**src/ifp_pkg.sv**
```systemverilog
package ifp_pkg;

  // timing
  localparam int unsigned CLK_MHZ         = 250;
  localparam int unsigned RES_HOLD_NS     = 100;
  localparam int unsigned RES_HOLD_CYCLES = (RES_HOLD_NS * CLK_MHZ + 999) / 1000;

  // register byte offsets
  localparam logic [7:0] OFS_EDGE_ONE   = 8'h00;
  localparam logic [7:0] OFS_EDGE_TWO   = 8'h04;
  localparam logic [7:0] OFS_EN_ONE     = 8'h08;
  localparam logic [7:0] OFS_EN_TWO     = 8'h0c;
  localparam logic [7:0] OFS_FLAG_ONE   = 8'h10;
  localparam logic [7:0] OFS_FLAG_TWO   = 8'h14;
  localparam logic [7:0] OFS_FLAG_WAKE  = 8'h18;
  localparam logic [7:0] OFS_PRIO_A     = 8'h1c;
  localparam logic [7:0] OFS_PRIO_B     = 8'h20;
  localparam logic [7:0] OFS_PRIO_C     = 8'h24;
  localparam logic [7:0] OFS_PRIO_D     = 8'h28;
  localparam logic [7:0] OFS_PIN_FUNC   = 8'h2c;
  localparam logic [7:0] OFS_SYS_CTL2   = 8'h30;
  localparam logic [7:0] OFS_STATUS     = 8'h34;

  // reset values
  localparam logic [7:0]  RST_BYTE      = 8'h00;
  localparam logic [15:0] RST_PIN_FUNC  = 16'h0000;

  // reserved bits that read as one
  localparam logic [7:0] EDGE1_ONES     = 8'h70;
  localparam logic [7:0] EDGE2_ONES     = 8'hc0;
  localparam logic [7:0] EN1_ONES       = 8'h10;
  localparam logic [7:0] EN2_ONES       = 8'h1f;
  localparam logic [7:0] FLAG1_ONES     = 8'h30;
  localparam logic [7:0] FLAG2_ONES     = 8'h1f;
  localparam logic [7:0] WAKE_ONES      = 8'hc0;

  // writable masks of priority registers
  localparam logic [7:0] PRIO_A_MASK    = 8'hfe;
  localparam logic [7:0] PRIO_B_MASK    = 8'h70;
  localparam logic [7:0] PRIO_C_MASK    = 8'h97;
  localparam logic [7:0] PRIO_D_MASK    = 8'hf8;

  // field positions
  localparam int unsigned BIT_DT        = 7;
  localparam int unsigned BIT_RTC       = 6;
  localparam int unsigned BIT_WP_EN     = 5;
  localparam int unsigned BIT_TB1       = 5;
  localparam int unsigned BIT_DIRECT_TRANSITION_ON      = 0;

  // bus
  localparam logic [1:0] HTRANS_NONSEQ  = 2'b10;

  // reset vector location
  localparam logic [23:0] RESET_VEC_ADDR = 24'h000000;

  // source count
  localparam int unsigned NUM_SRC       = 20;

  typedef enum logic [2:0] {
    ST_HOLD  = 3'b000,
    ST_MASK  = 3'b001,
    ST_FETCH = 3'b011,
    ST_LOAD  = 3'b010,
    ST_RUN   = 3'b110
  } ifp_rst_state_t;

  // vector number of each source in fixed default order
  function automatic logic [5:0] src_vector(input int unsigned idx);
    logic [5:0] v;
    v = 6'h00;
    case (idx)
      0:  v = 6'd13;
      1:  v = 6'd14;
      2:  v = 6'd15;
      3:  v = 6'd16;
      4:  v = 6'd17;
      5:  v = 6'd18;
      6:  v = 6'd19;
      7:  v = 6'd22;
      8:  v = 6'd23;
      9:  v = 6'd24;
      10: v = 6'd29;
      11: v = 6'd32;
      12: v = 6'd34;
      13: v = 6'd35;
      14: v = 6'd36;
      15: v = 6'd37;
      16: v = 6'd38;
      17: v = 6'd39;
      18: v = 6'd40;
      19: v = 6'd41;
      default: v = 6'h00;
    endcase
    return v;
  endfunction : src_vector

endpackage : ifp_pkg

```
**src/ifp_ctrl.sv**
```systemverilog
`timescale 1ns/100ps
// Overview of operation
// - timer B1 request reaches CPU only when enable bit 5 is one
// - reserved bits 4..0 of enable two, flags two, 5..4 of flags one read one
// - request coinciding with a clear is kept and still handled
// - direct transition flag sets on sleep transition when transition-on bit is one
// - RTC flag sets on each RTC counter overflow
// - external pin flag sets on chosen edge when pin selected as interrupt
// - timer B1 flag sets on timer B1 counter overflow
// - reserved bits 7..6 of flags two read zero
// - wakeup pin flag sets on chosen edge when pin selected as interrupt
// - priority bit zero gives level zero, one gives level one
// - priority A and B bit mapping per source
// - priority C and D bit mapping per source
// - priority bits reset to zero, reserved priority bits read zero
// - while reset pin low, processing halts and registers initialise
// - after valid release, first set the CPU interrupt mask bit
// - then fetch reset vector at 0..3, load program counter, run
// - edge select zero means falling edge, one means rising edge
// - level one requests win, ties broken by default vector order
module ifp_ctrl
  import ifp_pkg::*;
#(
  parameter int unsigned HOLD_CYCLES = RES_HOLD_CYCLES
) (
  input  wire logic        mclk_in,
  input  wire logic        sys_rst_in,
  input  wire logic        reset_in_n,
  input  wire logic        hsel_in,
  input  wire logic [31:0] haddr_in,
  input  wire logic [1:0]  htrans_in,
  input  wire logic        hwrite_in,
  input  wire logic [2:0]  hsize_in,
  input  wire logic        hready_in,
  input  wire logic [31:0] hwdata_in,
  output logic      [31:0] hrdata_out,
  output logic             hreadyout_out,
  output logic             hresp_out,
  input  wire logic [3:0]  ext_interrupt_pins_in,
  input  wire logic [5:0]  wakeup_pins_in,
  input  wire logic        rtc_overflow_in,
  input  wire logic        timer_b1_overflow_in,
  input  wire logic        sleep_direct_in,
  input  wire logic [11:0] periph_req_in,
  output logic             irq_req_out,
  output logic      [5:0]  irq_vector_out,
  output logic             irq_level_out,
  output logic             cpu_halt_out,
  output logic             mask_set_out,
  output logic             vec_fetch_out,
  output logic      [23:0] vec_addr_out,
  input  wire logic        vec_valid_in,
  input  wire logic [31:0] vec_data_in,
  output logic             pc_load_out,
  output logic      [23:0] pc_value_out
);

  ////////////////////////////////////////////////////////////////////////////
  // declarations

  ifp_rst_state_t     state_reg;
  ifp_rst_state_t     state_next;
  logic [2:0]         res_sync_reg;
  logic [15:0]        hold_cnt_reg;
  logic               blk_rst;

  logic [9:0]         pin_s1_reg;
  logic [9:0]         pin_s2_reg;
  logic [9:0]         pin_s3_reg;
  logic [9:0]         pin_stable_reg;
  logic [9:0]         pin_edge;

  logic [7:0]         edge_one_reg;
  logic [7:0]         edge_two_reg;
  logic [7:0]         en_one_reg;
  logic [7:0]         en_two_reg;
  logic [7:0]         flag_one_reg;
  logic [7:0]         flag_two_reg;
  logic [7:0]         wake_flag_reg;
  logic [7:0]         prio_a_reg;
  logic [7:0]         prio_b_reg;
  logic [7:0]         prio_c_reg;
  logic [7:0]         prio_d_reg;
  logic [15:0]        pin_func_reg;
  logic [7:0]         sys_ctl2_reg;

  logic               wr_pend_reg;
  logic [7:0]         wr_addr_reg;
  logic [7:0]         wdata;
  logic [31:0]        rd_value;

  logic [NUM_SRC-1:0] src_req;
  logic [NUM_SRC-1:0] src_lvl;
  logic               any_hi;
  logic               win_found;
  logic [5:0]         win_vec;
  logic               win_lvl;

  ////////////////////////////////////////////////////////////////////////////
  // helpers

  function automatic logic wr_hit(input logic pend, input logic [7:0] a,
                                  input logic [7:0] ofs);
    return pend && (a == ofs);
  endfunction : wr_hit

  // hardware set wins over a software clear; writing one keeps the bit
  function automatic logic [7:0] flag_upd(input logic [7:0] cur, input logic hit,
                                          input logic [7:0] wd, input logic [7:0] set);
    logic [7:0] keep;
    keep = hit ? (cur & wd) : cur;
    return keep | set;
  endfunction : flag_upd

  ////////////////////////////////////////////////////////////////////////////
  // reset pin and reset exception sequence

  always_ff @(posedge mclk_in) begin
    if (sys_rst_in) begin
      res_sync_reg <= 3'b000;
    end else begin
      res_sync_reg <= {res_sync_reg[1:0], reset_in_n};
    end
  end

  always_ff @(posedge mclk_in) begin
    if (sys_rst_in || state_reg != ST_HOLD) begin
      hold_cnt_reg <= 16'h0000;
    end else if (hold_cnt_reg < HOLD_CYCLES[15:0]) begin
      hold_cnt_reg <= hold_cnt_reg + 16'h0001;
    end
  end

  always_comb begin
    state_next = state_reg;
    unique case (state_reg)
      ST_HOLD: begin
        if (res_sync_reg[1] && res_sync_reg[2] && hold_cnt_reg >= HOLD_CYCLES[15:0]) begin
          state_next = ST_MASK;
        end
      end
      ST_MASK:  state_next = ST_FETCH;
      ST_FETCH: begin
        if (vec_valid_in) begin
          state_next = ST_LOAD;
        end
      end
      ST_LOAD:  state_next = ST_RUN;
      ST_RUN:   state_next = ST_RUN;
    endcase
    if (!res_sync_reg[1] && !res_sync_reg[2]) begin
      state_next = ST_HOLD;
    end
  end

  always_ff @(posedge mclk_in) begin
    if (sys_rst_in) begin
      state_reg <= ST_HOLD;
    end else begin
      state_reg <= state_next;
    end
  end

  // pin reset initialises the control, priority, flag and request registers of the block
  assign blk_rst = sys_rst_in || (state_reg == ST_HOLD);

  always_ff @(posedge mclk_in) begin
    if (sys_rst_in) begin
      pc_value_out <= 24'h000000;
    end else if (state_reg == ST_FETCH && vec_valid_in) begin
      pc_value_out <= vec_data_in[23:0];
    end
  end

  assign cpu_halt_out  = (state_reg != ST_RUN);
  assign mask_set_out  = (state_reg == ST_MASK);
  assign vec_fetch_out = (state_reg == ST_FETCH);
  assign vec_addr_out  = RESET_VEC_ADDR;
  assign pc_load_out   = (state_reg == ST_LOAD);

  ////////////////////////////////////////////////////////////////////////////
  // pin synchronisers and edge detection

  always_ff @(posedge mclk_in) begin
    if (sys_rst_in) begin
      pin_s1_reg     <= 10'h3ff;
      pin_s2_reg     <= 10'h3ff;
      pin_s3_reg     <= 10'h3ff;
      pin_stable_reg <= 10'h3ff;
    end else begin
      pin_s1_reg <= {wakeup_pins_in, ext_interrupt_pins_in};
      pin_s2_reg <= pin_s1_reg;
      pin_s3_reg <= pin_s2_reg;
      for (int i = 0; i < 10; i++) begin
        if (pin_s2_reg[i] == pin_s3_reg[i]) begin
          pin_stable_reg[i] <= pin_s3_reg[i];
        end
      end
    end
  end

  always_comb begin
    logic [9:0] sel_edge;
    logic [9:0] sel_func;
    sel_edge = {edge_two_reg[5:0], edge_one_reg[3:0]};
    sel_func = {pin_func_reg[13:8], pin_func_reg[3:0]};
    for (int i = 0; i < 10; i++) begin
      pin_edge[i] = sel_func[i] && (pin_s2_reg[i] == pin_s3_reg[i]) &&
                    (pin_s3_reg[i] != pin_stable_reg[i]) &&
                    (pin_s3_reg[i] == sel_edge[i]);
    end
  end

  ////////////////////////////////////////////////////////////////////////////
  // AHB-Lite slave

  always_ff @(posedge mclk_in) begin
    if (sys_rst_in) begin
      wr_pend_reg <= 1'b0;
      wr_addr_reg <= 8'h00;
    end else if (hready_in) begin
      wr_pend_reg <= hsel_in && htrans_in == HTRANS_NONSEQ && hwrite_in;
      wr_addr_reg <= haddr_in[7:0];
    end
  end

  assign wdata = hwdata_in[7:0];

  always_comb begin
    unique case (haddr_in[7:0])
      OFS_EDGE_ONE:  rd_value = {24'h000000, edge_one_reg | EDGE1_ONES};
      OFS_EDGE_TWO:  rd_value = {24'h000000, edge_two_reg | EDGE2_ONES};
      OFS_EN_ONE:    rd_value = {24'h000000, en_one_reg | EN1_ONES};
      OFS_EN_TWO:    rd_value = {24'h000000, en_two_reg | EN2_ONES};
      OFS_FLAG_ONE:  rd_value = {24'h000000, flag_one_reg | FLAG1_ONES};
      OFS_FLAG_TWO:  rd_value = {24'h000000, flag_two_reg | FLAG2_ONES};
      OFS_FLAG_WAKE: rd_value = {24'h000000, wake_flag_reg | WAKE_ONES};
      OFS_PRIO_A:    rd_value = {24'h000000, prio_a_reg};
      OFS_PRIO_B:    rd_value = {24'h000000, prio_b_reg};
      OFS_PRIO_C:    rd_value = {24'h000000, prio_c_reg};
      OFS_PRIO_D:    rd_value = {24'h000000, prio_d_reg};
      OFS_PIN_FUNC:  rd_value = {16'h0000, pin_func_reg};
      OFS_SYS_CTL2:  rd_value = {24'h000000, sys_ctl2_reg};
      OFS_STATUS:    rd_value = {16'h0000, 5'h00, state_reg, irq_req_out,
                                 irq_level_out, irq_vector_out};
      default:       rd_value = 32'h00000000;
    endcase
  end

  always_ff @(posedge mclk_in) begin
    if (sys_rst_in) begin
      hrdata_out <= 32'h00000000;
    end else if (hready_in && hsel_in && htrans_in == HTRANS_NONSEQ && !hwrite_in) begin
      hrdata_out <= rd_value;
    end
  end

  assign hreadyout_out = 1'b1;
  assign hresp_out     = 1'b0;

  ////////////////////////////////////////////////////////////////////////////
  // control registers

  always_ff @(posedge mclk_in) begin
    if (blk_rst) begin
      edge_one_reg <= RST_BYTE;
      edge_two_reg <= RST_BYTE;
      en_one_reg   <= RST_BYTE;
      en_two_reg   <= RST_BYTE;
      pin_func_reg <= RST_PIN_FUNC;
      sys_ctl2_reg <= RST_BYTE;
    end else begin
      if (wr_hit(wr_pend_reg, wr_addr_reg, OFS_EDGE_ONE)) begin
        edge_one_reg <= wdata & 8'h8f;
      end
      if (wr_hit(wr_pend_reg, wr_addr_reg, OFS_EDGE_TWO)) begin
        edge_two_reg <= wdata & 8'h3f;
      end
      if (wr_hit(wr_pend_reg, wr_addr_reg, OFS_EN_ONE)) begin
        en_one_reg <= wdata & 8'hef;
      end
      if (wr_hit(wr_pend_reg, wr_addr_reg, OFS_EN_TWO)) begin
        en_two_reg <= wdata & 8'h20;
      end
      if (wr_hit(wr_pend_reg, wr_addr_reg, OFS_PIN_FUNC)) begin
        pin_func_reg <= hwdata_in[15:0] & 16'h3f0f;
      end
      if (wr_hit(wr_pend_reg, wr_addr_reg, OFS_SYS_CTL2)) begin
        sys_ctl2_reg <= wdata & 8'h01;
      end
    end
  end

  always_ff @(posedge mclk_in) begin
    if (blk_rst) begin
      prio_a_reg <= RST_BYTE;
      prio_b_reg <= RST_BYTE;
      prio_c_reg <= RST_BYTE;
      prio_d_reg <= RST_BYTE;
    end else begin
      if (wr_hit(wr_pend_reg, wr_addr_reg, OFS_PRIO_A)) begin
        prio_a_reg <= wdata & PRIO_A_MASK;
      end
      if (wr_hit(wr_pend_reg, wr_addr_reg, OFS_PRIO_B)) begin
        prio_b_reg <= wdata & PRIO_B_MASK;
      end
      if (wr_hit(wr_pend_reg, wr_addr_reg, OFS_PRIO_C)) begin
        prio_c_reg <= wdata & PRIO_C_MASK;
      end
      if (wr_hit(wr_pend_reg, wr_addr_reg, OFS_PRIO_D)) begin
        prio_d_reg <= wdata & PRIO_D_MASK;
      end
    end
  end

  ////////////////////////////////////////////////////////////////////////////
  // request flags

  always_ff @(posedge mclk_in) begin
    logic [7:0] set1;
    logic [7:0] set2;
    logic [7:0] setw;
    set1 = 8'h00;
    set2 = 8'h00;
    setw = 8'h00;
    set1[BIT_DT]  = sleep_direct_in && sys_ctl2_reg[BIT_DIRECT_TRANSITION_ON];
    set1[BIT_RTC] = rtc_overflow_in;
    set1[3:0]     = pin_edge[3:0];
    set2[BIT_TB1] = timer_b1_overflow_in;
    setw[5:0]     = pin_edge[9:4];
    if (blk_rst) begin
      flag_one_reg  <= RST_BYTE;
      flag_two_reg  <= RST_BYTE;
      wake_flag_reg <= RST_BYTE;
    end else begin
      flag_one_reg  <= flag_upd(flag_one_reg,
                                wr_hit(wr_pend_reg, wr_addr_reg, OFS_FLAG_ONE),
                                wdata, set1) & 8'hcf;
      flag_two_reg  <= flag_upd(flag_two_reg,
                                wr_hit(wr_pend_reg, wr_addr_reg, OFS_FLAG_TWO),
                                wdata, set2) & 8'h20;
      wake_flag_reg <= flag_upd(wake_flag_reg,
                                wr_hit(wr_pend_reg, wr_addr_reg, OFS_FLAG_WAKE),
                                wdata, setw) & 8'h3f;
    end
  end

  ////////////////////////////////////////////////////////////////////////////
  // source requests, levels and arbitration

  always_comb begin
    src_req[0]     = flag_one_reg[BIT_DT] && en_one_reg[BIT_DT];
    src_req[4:1]   = flag_one_reg[3:0] & en_one_reg[3:0];
    src_req[5]     = (|wake_flag_reg[5:0]) && en_one_reg[BIT_WP_EN];
    src_req[6]     = flag_one_reg[BIT_RTC] && en_one_reg[BIT_RTC];
    src_req[9:7]   = periph_req_in[2:0];
    src_req[10]    = flag_two_reg[BIT_TB1] && en_two_reg[BIT_TB1];
    src_req[19:11] = periph_req_in[11:3];
  end

  always_comb begin
    src_lvl[0]     = prio_a_reg[7];
    src_lvl[1]     = prio_a_reg[6];
    src_lvl[4:2]   = {prio_a_reg[3], prio_a_reg[4], prio_a_reg[5]};
    src_lvl[5]     = prio_a_reg[2];
    src_lvl[6]     = prio_a_reg[1];
    src_lvl[9:7]   = {prio_b_reg[4], prio_b_reg[5], prio_b_reg[6]};
    src_lvl[10]    = prio_c_reg[7];
    src_lvl[11]    = prio_c_reg[4];
    src_lvl[12]    = prio_c_reg[2];
    src_lvl[13]    = prio_c_reg[1];
    src_lvl[14]    = prio_c_reg[0];
    src_lvl[18:15] = {prio_d_reg[4], prio_d_reg[5], prio_d_reg[6], prio_d_reg[7]};
    src_lvl[19]    = prio_d_reg[3];
  end

  always_comb begin
    any_hi    = |(src_req & src_lvl);
    win_found = 1'b0;
    win_vec   = 6'h00;
    win_lvl   = 1'b0;
    for (int i = NUM_SRC - 1; i >= 0; i--) begin
      if (src_req[i] && (src_lvl[i] == any_hi)) begin
        win_found = 1'b1;
        win_vec   = src_vector(i);
        win_lvl   = src_lvl[i];
      end
    end
  end

  always_ff @(posedge mclk_in) begin
    if (blk_rst) begin
      irq_req_out    <= 1'b0;
      irq_vector_out <= 6'h00;
      irq_level_out  <= 1'b0;
    end else begin
      irq_req_out    <= win_found;
      irq_vector_out <= win_vec;
      irq_level_out  <= win_lvl;
    end
  end

endmodule : ifp_ctrl

```
**config.mk**
```make
export PLATFORM = sky130hd
export DESIGN_NAME = ifp_ctrl
export DESIGN_NICKNAME = d
export VERILOG_FILES = /design/src/ifp_pkg.sv /design/src/ifp_ctrl.sv
export SDC_FILE = /design/constraint.sdc
export NUM_CORES = 1
export LEC_CHECK = 0
export BUFFER_PORTS_ARGS = -buffer_cell sky130_fd_sc_hd__buf_2
export CORE_MARGIN = 3
export CORE_UTILIZATION = 54
export CTS_BUF_LIST = sky130_fd_sc_hd__clkbuf_4
export CTS_CLUSTER_DIAMETER = 40
export DETAILED_ROUTE_END_ITERATION = 16
export GPL_TIMING_DRIVEN = 0
export PLACE_DENSITY = 0.82
export SYNTH_ARGS = -nofsm -noshare
export SYNTH_HDL_FRONTEND = slang
export SYNTH_SLANG_ARGS = --single-unit
```
**constraint.sdc**
```tcl
create_clock -name mclk_in -period 3.1 [get_ports mclk_in]
set_input_delay 0.465 -clock mclk_in [delete_from_list [all_inputs] [get_ports mclk_in]]
set_output_delay 0.465 -clock mclk_in [all_outputs]
set_load 0.1 [all_outputs]
```
# Word level (Yosys, flattened, before mapping)
# Index checks and enable logic that the tools add are counted.
[totals] reg_bits=200 latch_bits=0 mem_bits_rw=0 romBits=0 input_bits=133 output_inout_bits=94 wordCells=295 n_memories=0
[classes] n_addsub=1 mul=0 div_mod_pow=0 magnitude_cmp=2 eq_ne=83 shift=0 n_mux=67 bitwise_logic=8 n_reduce_logical=94
[ops] operator="$pmux W14 S14" count=1
[ops] operator="$eq A8 B6 Y1 const B" count=11
[ops] operator="$logic_and A1 B1 Y1" count=77
[ops] operator="$mux W6" count=11
[ops] operator="$eq A8 B5 Y1 const B" count=8
[ops] operator="$eq A1 B1 Y1" count=40
[ops] operator="$mux W1" count=40
[ops] operator="$mux W5" count=8
[ops] operator="$eq A8 B4 Y1 const B" count=4
[ops] operator="$and A20 B20 Y20" count=1
[ops] operator="$reduce_or A20 Y1" count=1
[ops] operator="$add A16 B1 Y16 const B" count=1
[ops] operator="$eq A8 B3 Y1 const B" count=2
[ops] operator="$ge A16 B5 Y1 const B" count=1
[ops] operator="$logic_not A8 Y1" count=2
[ops] operator="$lt A16 B5 Y1 const B" count=1
[ops] operator="$and A6 B6 Y6" count=2
[ops] operator="$mux W4" count=3
[ops] operator="$or A6 B6 Y6" count=2
[ops] operator="$pmux W3 S4" count=1
[ops] operator="$reduce_or A12 Y1" count=1
[ops] operator="$ne A1 B1 Y1" count=10
[ops] operator="$and A8 B8 Y8" count=1
[ops] operator="$mux W8" count=1
[ops] operator="18 further kinds" count=25

# Longest topological paths before layout
# Gate-level depths: netlist (run 1).
[depth] word_depth=26 depth_mapped=11 ltp_nobuf=10

# Least setup slack after synthesis (run 1)
# Ideal clock, no wire load.
[synth_path] kind="register to output" start="register state_reg[0]" end="output mask_set_out" arrival_time_ns=2.797 required_time_ns=2.635 path_slack_ns=-0.162 stages_incl_launch_ff=3 n_path_buf=1 path_cell_list="dfxtp_1 clkbuf_1 nor3b_1"
[synth_via] elab_chain_cells=1
[synth_lines] element="start, declared" line="ifp_ctrl.sv:61" text="ifp_rst_state_t state_reg;"
[synth_lines] element="start signal, assigned" line="ifp_ctrl.sv:160" text="state_reg <= state_next;"
[synth_lines] element="$eq A3 B1 Y1" line="ifp_ctrl.sv:176" text="assign mask_set_out = (state_reg == ST_MASK);"
[synth_lines] element="end, declared" line="ifp_ctrl.sv:49" text="output logic mask_set_out,"
# Every way passes these cells.

# Final worst setup path (run 1)
[layout_path] start="register wake_flag_reg[1]" end="register irq_vector_out[0]"
[layout_via] elab_chain_cells=26 word_cells_on_any_way=64 classes_between="20 x eq/ne; 20 x mux; 1 x bitwise; 23 x reduce/logical"
[layout_lines] element="start, declared" line="ifp_ctrl.sv:79" text="logic [7:0] wake_flag_reg;"
[layout_lines] element="start signal, assigned" line="ifp_ctrl.sv:342" text="wake_flag_reg <= flag_upd(wake_flag_reg,"
[layout_lines] element="$reduce_or A6 Y1 (*)" line="ifp_ctrl.sv:354" text="src_req[5] = (|wake_flag_reg[5:0]) && en_one_reg[BIT_WP_EN];"
[layout_lines] element="$logic_and A1 B1 Y1 (*)" line="ifp_ctrl.sv:354"
[layout_lines] element="$and A20 B20 Y20" line="ifp_ctrl.sv:378" text="any_hi = |(src_req & src_lvl);"
[layout_lines] element="$reduce_or A20 Y1" line="ifp_ctrl.sv:378"
[layout_lines] element="$eq A1 B1 Y1" line="ifp_ctrl.sv:383" text="if (src_req[i] && (src_lvl[i] == any_hi)) begin"
[layout_lines] element="$logic_and A1 B1 Y1" line="ifp_ctrl.sv:383"
[layout_lines] element="$mux W6 (9 in a row)" line="ifp_ctrl.sv:383"
[layout_lines] element="$mux W5 (8 in a row)" line="ifp_ctrl.sv:383"
[layout_lines] element="$mux W4 (2 in a row)" line="ifp_ctrl.sv:383"
[layout_lines] element="$mux W4 (*)" line="ifp_ctrl.sv:383"
[layout_lines] element="end signal, assigned" line="ifp_ctrl.sv:398" text="irq_vector_out <= win_vec;"
[layout_lines] element="end, declared" line="ifp_ctrl.sv:46" text="output logic [5:0] irq_vector_out,"
# Mark *: on every way between the ends. The rest lies on a longest branch, timed or not.
# A chain may end at the register's enable or synchronous reset.

==> flow_summary_export.csv, run 1 <==
group,metric,value,unit
cts,cts_root_buf,"clkbuf_4",
setup_path,crit_start,"wake_flag_reg[1]$_SDFF_PP0_",
setup_path,slowest_stage,"or4_1",
setup_path,end_kind,"flop",
finish,layout.nets,1225,
sta,finClkSkew,19.9,ps
yosys,dominantRegCellSynth,"dfxtp_1",
yosys,netlist_area,7940,µm²
drt,ant_nets,0,
sta,hold_violations,0,
yosys,async_flop_share,0,%
setup_path,r2r_slack,350,ps
cts,cts_resized,0,
drt,drc,0,
finish,drive_gt1_share,22.6,%
finish,fin_util,65.3,%
sta,setup_violations,0,
placed_design,numPortBuffers,128,
cts,cts_tree,"done",
die,ios,227,
yosys,ys_warn_count,0,
global_routing,grt_pass1_vias,6491,
placed_design,hpwl,16200,µm
setup_path,worstSetupPathType,"reg2reg",
global_routing,grt_usage,25.5,%
sta,fin_crit_sh,88.8,%
finish,largest_reg_flops,24,
setup_path,r2r-start,"wake_flag_reg[1]$_SDFF_PP0_",
sta,fmax,363,MHz
yosys,synth-seq-cells,180,
yosys,synth.avg_cell_area,8.82,µm²
yosys,yosys-top-cells-area,"dfxtp_1 45%, mux2i_1 6.9%, nor2_1 5.2%",
sta,relSlewSlack,9.26,%
drt,wl_per_cell,16.4,µm
cts,clockBufferDepth,2,
finish,final_cell_mix,"180 x dfxtp_1, 128 x buf_2, 110 x nor2_1, 87 x nand2_1, 67 x a21oi_1",
die,core,14100,µm²
yosys,yosysTopAreaCellShare,45.4,%
cts,cts_hold_buf,0,
sta,worst_pin_slew,1350,ps
yosys,ys_seq_area_share,45.4,%
power_and_ir_drop,max-vdd-ir-drop,0.337,mV
cts,clk-insertion-delay-late,590,ps
min_path,hp-class,"in2reg",
setup_path,cpPeakStageDelay,520,ps
global_routing,grt_max_degree,19,
sta,tns,0,ps
cts,cts_max_level,4,
cts,cts_made_buffers,17,
setup_path,arrival,3190,ps
cts,postCtsSetupBuffers,0,
sta,rsz0062_at_grt,"no",
setup_path,reg2reg_to,"irq_vector_out[0]$_SDFF_PP0_",
yosys,ys_types,66,
die,die_w,127,µm
cts,clk_pin_slew,160,ps
setup_path,start_kind,"flop",
global_routing,antenna_found_initial,1,
cts,cts.sinks,180,
drt,drt-vias-per-instance,5.61,
sta,slew_viol_final,0,
finish,syn2layout_area_growth,16.4,%
yosys,synth_edf_count,0,
finish,final_common_cell,"dfxtp_1",
power_and_ir_drop,p_per_area,443,nW/µm²
setup_path,r2r_cells,8,
drt,initialDrtViolationCount,846,
drt,vias,7204,
drt,drt-total-wl,21100,µm
yosys,syn_inst,900,
setup_path,cp-endpoint,"irq_vector_out[0]$_SDFF_PP0_",
die,rows,43,
drt,firstDrtPassIters,5,
status,run_status,"complete, no violations",
sta,period_needed,2750,ps
global_routing,grt_pass1_wl,33000,µm
die,die_y,127,µm
die,die_area,16200,µm²
setup_path,critPathRequiredTime,3540,ps
global_routing,overflow,0,
yosys,synth_largest_area_cell,"dfxtp_1",
setup_path,path_max_fanout,9,
run,maxCapViolations,0,
placed_design,gp_congestion,0.961,
power_and_ir_drop,leakage,0.00385,µW
die,start_util,56.1,%
setup_path,crit_chain,"or4_1, o31a_1, a21oi_4, nand2_1, o21ai_0, nor3b_1, a211o_1, o2bb2ai_1",
[cell usage after synthesis (2+ instances only)]
cell / n
nor4_1: 7
and2_1: 18
and3_1: 4
nor2_1: 110
nand4b_1: 2
o22ai_1: 3
nor2b_1: 5
o211a_1: 3
o21bai_1: 11
dfxtp_1: 180
or2_2: 33
nand3b_1: 6
inv_1: 6
o21ai_0: 37
nand4_1: 10
buf_4: 44
or4_1: 2
nand2_1: 87
a21oi_1: 67
mux2i_1: 55
conb_1: 2
clkbuf_1: 35
a211oi_1: 3
ha_1: 3
nand2b_1: 9
a22oi_1: 28
nor3b_1: 5
and4_1: 2
nor4b_1: 13
and3b_1: 2
buf_1: 4
a31oi_1: 7
nand3_1: 24
a222oi_1: 5
a22o_1: 4
and4b_1: 10
xor2_1: 3
o31ai_1: 2
o21a_1: 5
nor3_1: 8
o211ai_1: 7
a221oi_1: 3
o21ai_2: 2
a221o_1: 2
[metrics by stage]
stage	hold WS [ps]	std cells	total power [µW]	instance area, µm²	setup slack (ps)
floorplan	389	942	2780	8100	720
global placement	391	1250	2880	8970	171
detailed placement	397	1250	2880	8970	95.9
CTS	21.6	1282	4100	9240	379
global route	22.7	1283	4220	9240	169
finish	42.7	1283	4090	9240	347
[where the power goes]
group / total (µW) / internal, µW / switching, µW
registers: 2360 / 2340 / 20.0
logic: 479 / 125 / 354
clock network: 1250 / 356 / 896
total: 4090 / 2820 / 1270
[how the worst min path moves through the flow]
stage / startpoint / to / slack (ps) / depth (start not counted)
floorplan: pin_s1_reg[0]$_SDFF_PP1_ / pin_s2_reg[0]$_SDFF_PP1_ / 390 / 1
global placement: pin_s1_reg[2]$_SDFF_PP1_ / pin_s2_reg[2]$_SDFF_PP1_ / 390 / 1
detailed placement: pin_s1_reg[7]$_SDFF_PP1_ / pin_s2_reg[7]$_SDFF_PP1_ / 400 / 1
CTS: wakeup_pins_in[1] / pin_s1_reg[5]$_SDFF_PP1_ / 20 / 2
global route: wakeup_pins_in[1] / pin_s1_reg[5]$_SDFF_PP1_ / 20 / 2
finish: wakeup_pins_in[1] / pin_s1_reg[5]$_SDFF_PP1_ / 40 / 2
[cell type report]
class | count | area, µm²
multi-input combinational | 671 | 3970
sequential | 180 | 3600
inverter | 6 | 22.5
tap | 180 | 225
clock inverter | 15 | 140
clock buffer | 17 | 128
timing repair buffer | 128 | 641
buffer | 85 | 512
antenna | 1 | 2.50
fill | 1252 | 4910
[layer usage]
metal | vias up | share of wire (%) | global-route usage [%]
met2 | 347 | 47 | 40.9
met5 | - | 0 | 0
met4 | 0 | 2.7 | 9.15
met1 | 3319 | 42 | 34.0
met3 | 44 | 8.7 | 5.56
li1 | 3494 | - | -
[critical path, delay by kind of cell (launching register included)]
family          cells  cell delay, ps
compound gates      5            1540
flops               1             370
simple gates        3             690
[kinds of logic after synthesis]
logic type,synth area share [%]
AND/OR/NAND/NOR,23.4
AO/OA/AOI/OAI,16.5
flip-flops,45.4
buffers and inverters,6.73
multiplexers,7.08
XOR/XNOR,0.441
adder cells (fa/ha/maj),0.473
other,0.0946
(Power assumes the default switching activity.)
==> run 2: changes to the inputs <==
Settings changed: CORE_MARGIN 3 to not set.
Clock period 3.1 ns to 2.9 ns, I/O delays scaled along.
==> run 2 against run 1 <==
Net effect: worst hold slack better by 3.0 ps; critical path type unchanged; register-to-register slack worse by 230 ps; largest power group unchanged; first-iteration DRC count is 17% lower; utilization is 0.88 points higher.
==> flow_summary_export.csv, run 2 (synthesis results as in run 1) <==
group,metric,value,unit
status,run_status,"complete, no violations",
sta,relSlewSlack,23.2,%
cts,clk-insertion-delay-late,580,ps
cts,cts_max_level,4,
sta,fmax,359,MHz
finish,diodes,0,
drt,firstDrtPassIters,5,
global_routing,grt_usage,27.8,%
setup_path,r2r-start,"wake_flag_reg[3]$_SDFF_PP0_",
placed_design,numPortBuffers,128,
min_path,holdCritStartpoint,"ext_interrupt_pins_in[0]",
drt,initialDrtViolationCount,703,
drt,drt-total-wl,20900,µm
power_and_ir_drop,max-vdd-ir-drop,0.492,mV
sta,slew_viol_final,0,
setup_path,path_max_fanout,9,
cts,cts.sinks,180,
finish,fin_area,9330,µm²
setup_path,critPathRequiredTime,3330,ps
die,die_y,123,µm
sta,setup_violations,0,
finish,syn2layout_area_growth,17.5,%
run,maxCapViolations,0,
finish,layout.nets,1233,
drt,vias,7143,
setup_path,r2r_slack,110,ps
cts,cts_root_buf,"clkbuf_4",
sta,fin_crit_sh,96.1,%
finish,drive_gt1_share,22.3,%
global_routing,grt_pass1_wl,31900,µm
global_routing,grt_max_degree,18,
sta,layout_setup_ws,113,ps
global_routing,overflow,0,
sta,finClkSkew,17.7,ps
die,start_util,56.3,%
die,die_area,15200,µm²
sta,worst_pin_slew,1150,ps
setup_path,start_kind,"flop",
drt,ant_nets,0,
setup_path,arrival,3220,ps
placed_design,placed_cell_area,8970,µm²
placed_design,gp_congestion,0.954,
cts,clockBufferDepth,2,
finish,final_cell_mix,"180 x dfxtp_1, 128 x buf_2, 110 x nor2_1, 87 x nand2_1, 67 x a21oi_1",
power_and_ir_drop,leakage,0.00388,µW
setup_path,reg2reg_to,"irq_vector_out[0]$_SDFF_PP0_",
die,rows,43,
setup_path,worstSetupPathType,"reg2reg",
cts,cts_tree,"done",
power_and_ir_drop,p_per_area,472,nW/µm²
finish,fillers,1227,
die,die_w,123,µm
drt,drc,0,
global_routing,grt_pass1_vias,6220,
finish,final_common_cell,"dfxtp_1",
finish,largest_reg_flops,24,
drt,wl_per_cell,16.2,µm
setup_path,end_kind,"flop",
min_path,hp-class,"in2reg",
cts,postCtsSetupBuffers,0,
min_path,hold_path_end,"pin_s1_reg[0]$_SDFF_PP1_",
placed_design,hpwl,16100,µm
die,ios,227,
cts,clk_pin_slew,140,ps
cts,cts_made_buffers,17,
cts,cts_resized,0,
setup_path,r2r_cells,8,
die,core,14100,µm²
sta,period_needed,2790,ps
placed_design,pre_cts_slack,-33.5,ps
sta,hold_violations,0,
sta,rsz0062_at_grt,"no",
min_path,hold_depth,2,
global_routing,antenna_found_initial,0,
drt,drt-vias-per-instance,5.54,
==> run 2: cell count changes in the layout (fill, tap and decap cells not counted), moves of 2 or more <==
cell / previous run / this run
clkinvlp_4: 0 / 3
clkinv_2: 3 / 1
dlygate4sd3_1: 0 / 8
inv_8: 2 / 4
clkinv_8: 2 / 0
inv_6: 7 / 2
clkinv_1: 0 / 2
==> run 2: worst max path at each step <==
stage	startpoint	slack [ps]	end	cells past startpoint
after floorplan	state_reg[1]$_SDFFE_PP0P_	550	pc_load_out	3
after global placement	hsel_in	-5	hrdata_out[10]$_SDFFE_PP0P_	9
after detailed placement	hsel_in	-30	hrdata_out[10]$_SDFFE_PP0P_	9
after CTS	wake_flag_reg[3]$_SDFF_PP0_	160	irq_vector_out[0]$_SDFF_PP0_	8
after global routing	wake_flag_reg[3]$_SDFF_PP0_	40	irq_vector_out[0]$_SDFF_PP0_	8
final	wake_flag_reg[3]$_SDFF_PP0_	110	irq_vector_out[0]$_SDFF_PP0_	8
==> run 2: power by group <==
group / internal, µW / leakage (µW) / switching, µW
clock: 448 / 0.000141 / 909
sequential: 2500 / 0.00146 / 21.9
combinational: 141 / 0.00228 / 377
==> run 2: per-layer routing <==
layer	GRT usage, %	routed length (µm)	vias up
met5	0	0	-
met4	11.3	584	0
met3	5.95	1600	42
met2	42.7	9510	309
met1	37.9	9230	3285
li1	-	-	3507
==> run 2: what timing repair did <==
action / CTS / global route
endpoints found under the hold margin: 5 / 3
hold buffers: 5 / 3
setup endpoints to repair: 0 / 0
==> run 2: worst max-delay path, stage by stage, from the launching register on <==
cell and delay [ps]:
dfxtp_1 360, or4_1 540, o31a_1 320, a21oi_4 320, nand2_1 80, o21ai_0 460
nor3b_1 100, a211o_1 320, o2bb2ai_1 150
==> run 2: final cells by class <==
cell class	instances	area, µm²	share of cell area (%)
Clock inverter	15	145	1.56
Inverter	6	22.5	0.241
Timing Repair Buffer	136	721	7.73
Clock buffer	17	128	1.37
Buffer	85	512	5.49
Tap cell	180	225	2.41
Multi-Input combinational cell	671	3970	42.6
Sequential cell	180	3600	38.6
==> run 2: per-stage QoR <==
step / hold WS (ps) / instances / setup TNS (ps) / power [µW] / utilization (%)
4_1_cts: 0.428 / 1287 / 0 / 4410 / 65.9
3_5_place_dp: 393 / 1250 / -45.1 / 3080 / 63.6
6_report: 45.6 / 1290 / 0 / 4400 / 66.2
5_1_grt: -0.0279 / 1290 / 0 / 4580 / 66.2
3_3_place_gp: 391 / 1250 / -4.93 / 3080 / 63.6
2_1_floorplan: 389 / 942 / 0 / 2970 / -
==> run 3: changes to the inputs <==
Clock period 2.9 ns to 2.75 ns, I/O delays scaled along.
==> run 3 against run 2 <==
Net effect: wire length up 0.47%; utilization rose by 0.67 points; worst setup slack lost 32 ps; combinational power increased by 6.0%; clock skew increased by 6.3 ps; first-iteration DRC count up 0.14%; sequential cell count unchanged; sequential share of layout area fell by 0.39 points; non-clock buffer count rose by 11; largest cell class unchanged.
==> flow_summary_export.csv, run 3 (synthesis results as in run 1) <==
group,metric,value,unit
cts,cts.sinks,180,
global_routing,grt_pass1_wl,32000,µm
finish,largest_reg_flops,24,
global_routing,overflow,0,
setup_path,start_kind,"flop",
sta,fin_crit_sh,97.0,%
die,core,14100,µm²
status,run_status,"complete, no violations",
global_routing,antenna_found_initial,0,
setup_path,worstSetupPathType,"reg2reg",
sta,relSlewSlack,23.3,%
power_and_ir_drop,max-vdd-ir-drop,0.523,mV
setup_path,r2r_slack,80,ps
sta,hold_violations,0,
cts,clockBufferDepth,2,
drt,initialDrtViolationCount,704,
drt,vias,7209,
drt,ant_nets,0,
sta,worst_pin_slew,1150,ps
finish,diodes,0,
setup_path,end_kind,"flop",
drt,drt-total-wl,21000,µm
placed_design,dp.cells,1250,
power_and_ir_drop,leakage,0.00392,µW
die,rows,43,
global_routing,grt_usage,27.9,%
finish,fin_util,66.8,%
setup_path,critPathRequiredTime,3170,ps
drt,drc,0,
sta,finClkSkew,24.0,ps
sta,period_needed,2670,ps
global_routing,grt_pass1_vias,6249,
global_routing,grt_max_degree,18,
finish,final_cell_mix,"180 x dfxtp_1, 128 x buf_2, 110 x nor2_1, 87 x nand2_1, 67 x a21oi_1",
drt,wl_per_cell,16.2,µm
setup_path,arrival,3090,ps
die,start_util,56.3,%
finish,layout.nets,1244,
die,die_y,123,µm
drt,firstDrtPassIters,5,
power_and_ir_drop,p_per_area,492,nW/µm²
finish,syn2layout_area_growth,18.7,%
placed_design,gp_congestion,0.954,
cts,cts_made_buffers,17,
die,die_w,123,µm
cts,cts_root_buf,"clkbuf_4",
placed_design,numPortBuffers,128,
setup_path,path_max_fanout,10,
sta,fmax,375,MHz
sta,setup_violations,0,
die,ios,227,
placed_design,hpwl,16100,µm
finish,fillers,1214,
cts,cts_tree,"done",
cts,clk-insertion-delay-late,580,ps
run,maxCapViolations,0,
finish,drive_gt1_share,22.9,%
min_path,hp-class,"in2reg",
die,die_area,15200,µm²
cts,cts_max_level,4,
cts,clk_pin_slew,150,ps
sta,tns,0,ps
sta,slew_viol_final,0,
drt,drt-vias-per-instance,5.54,
finish,final_common_cell,"dfxtp_1",
finish,fin_cells,1301,
==> run 3: changes by cell type in the layout (fill, tap and decap cells not counted) <==
cell / delta
buf_4: +8
dlygate4sd3_1: +3
a22oi_1: -1
a22oi_2: +1
o21ai_0: -1
o21ai_1: +1
==> run 3: timing repair <==
item                                   CTS  global route
setup endpoints to repair                0             6
endpoints found under the hold margin   10             1
hold buffers                            10             1
buffers inserted                         0             8
gates resized for setup                  0             2
==> run 3: worst max-delay path: stages, from the launching register on <==
cell and delay, ps:
dfxtp_1 360, or4_1 540, o31a_1 320, a21oi_4 270
and2_4 220, buf_8 140, o21ai_2 70, nor3b_1 150
a211o_1 310, o2bb2ai_1 150
==> run 3: path summary, 6_finish.rpt <==
path                                                   from                      endpoint  depth (start not counted)
worst max register to register  wake_flag_reg[3]$_SDFF_PP0_  irq_vector_out[0]$_SDFF_PP0_                          9
worst max-delay path            wake_flag_reg[3]$_SDFF_PP0_  irq_vector_out[0]$_SDFF_PP0_                          9
worst min-delay path                   timer_b1_overflow_in    flag_two_reg[5]$_SDFF_PP0_                          3
worst min register to register     pin_s1_reg[0]$_SDFF_PP1_      pin_s2_reg[0]$_SDFF_PP1_                          1
==> run 3: per-stage QoR <==
stage          hold WS (ps)  power [µW]  setup WS (ps)  cell area [µm²]
6_report               53.5        4640           81.2             9420
5_1_grt                6.23        4830        -0.0979             9420
4_1_cts                5.36        4660           9.94             9340
3_5_place_dp            393        3250           -161             8970
3_3_place_gp            391        3250           -132             8970
2_1_floorplan           389        3140            416             8100
==> run 3: where the power goes <==
group          switching (µW)  internal, µW  leakage (µW)
logic                     398           151       0.00232
clock network             953           472      0.000141
registers                23.1          2640       0.00146
total                    1370          3260       0.00392
==> run 3: layer usage <==
layer | track usage, % | wire length (µm) | vias up
met5 | 0 | 0 | -
met4 | 11.3 | 582 | 0
met3 | 5.95 | 1690 | 45
met2 | 42.9 | 9630 | 315
met1 | 37.9 | 9130 | 3320
li1 | - | - | 3529
==> run 3: area by class of cell <==
| type | instances | area [µm²] | share of cell area (%) |
|---|---|---|---|
| Multi-Input combinational cell | 671 | 3980 | 42.2 |
| Sequential cell | 180 | 3600 | 38.2 |
| Inverter | 6 | 22.5 | 0.239 |
| Tap cell | 180 | 225 | 2.39 |
| Clock inverter | 15 | 145 | 1.54 |
| Buffer | 85 | 512 | 5.43 |
| Timing Repair Buffer | 147 | 811 | 8.60 |
| Clock buffer | 17 | 128 | 1.35 |
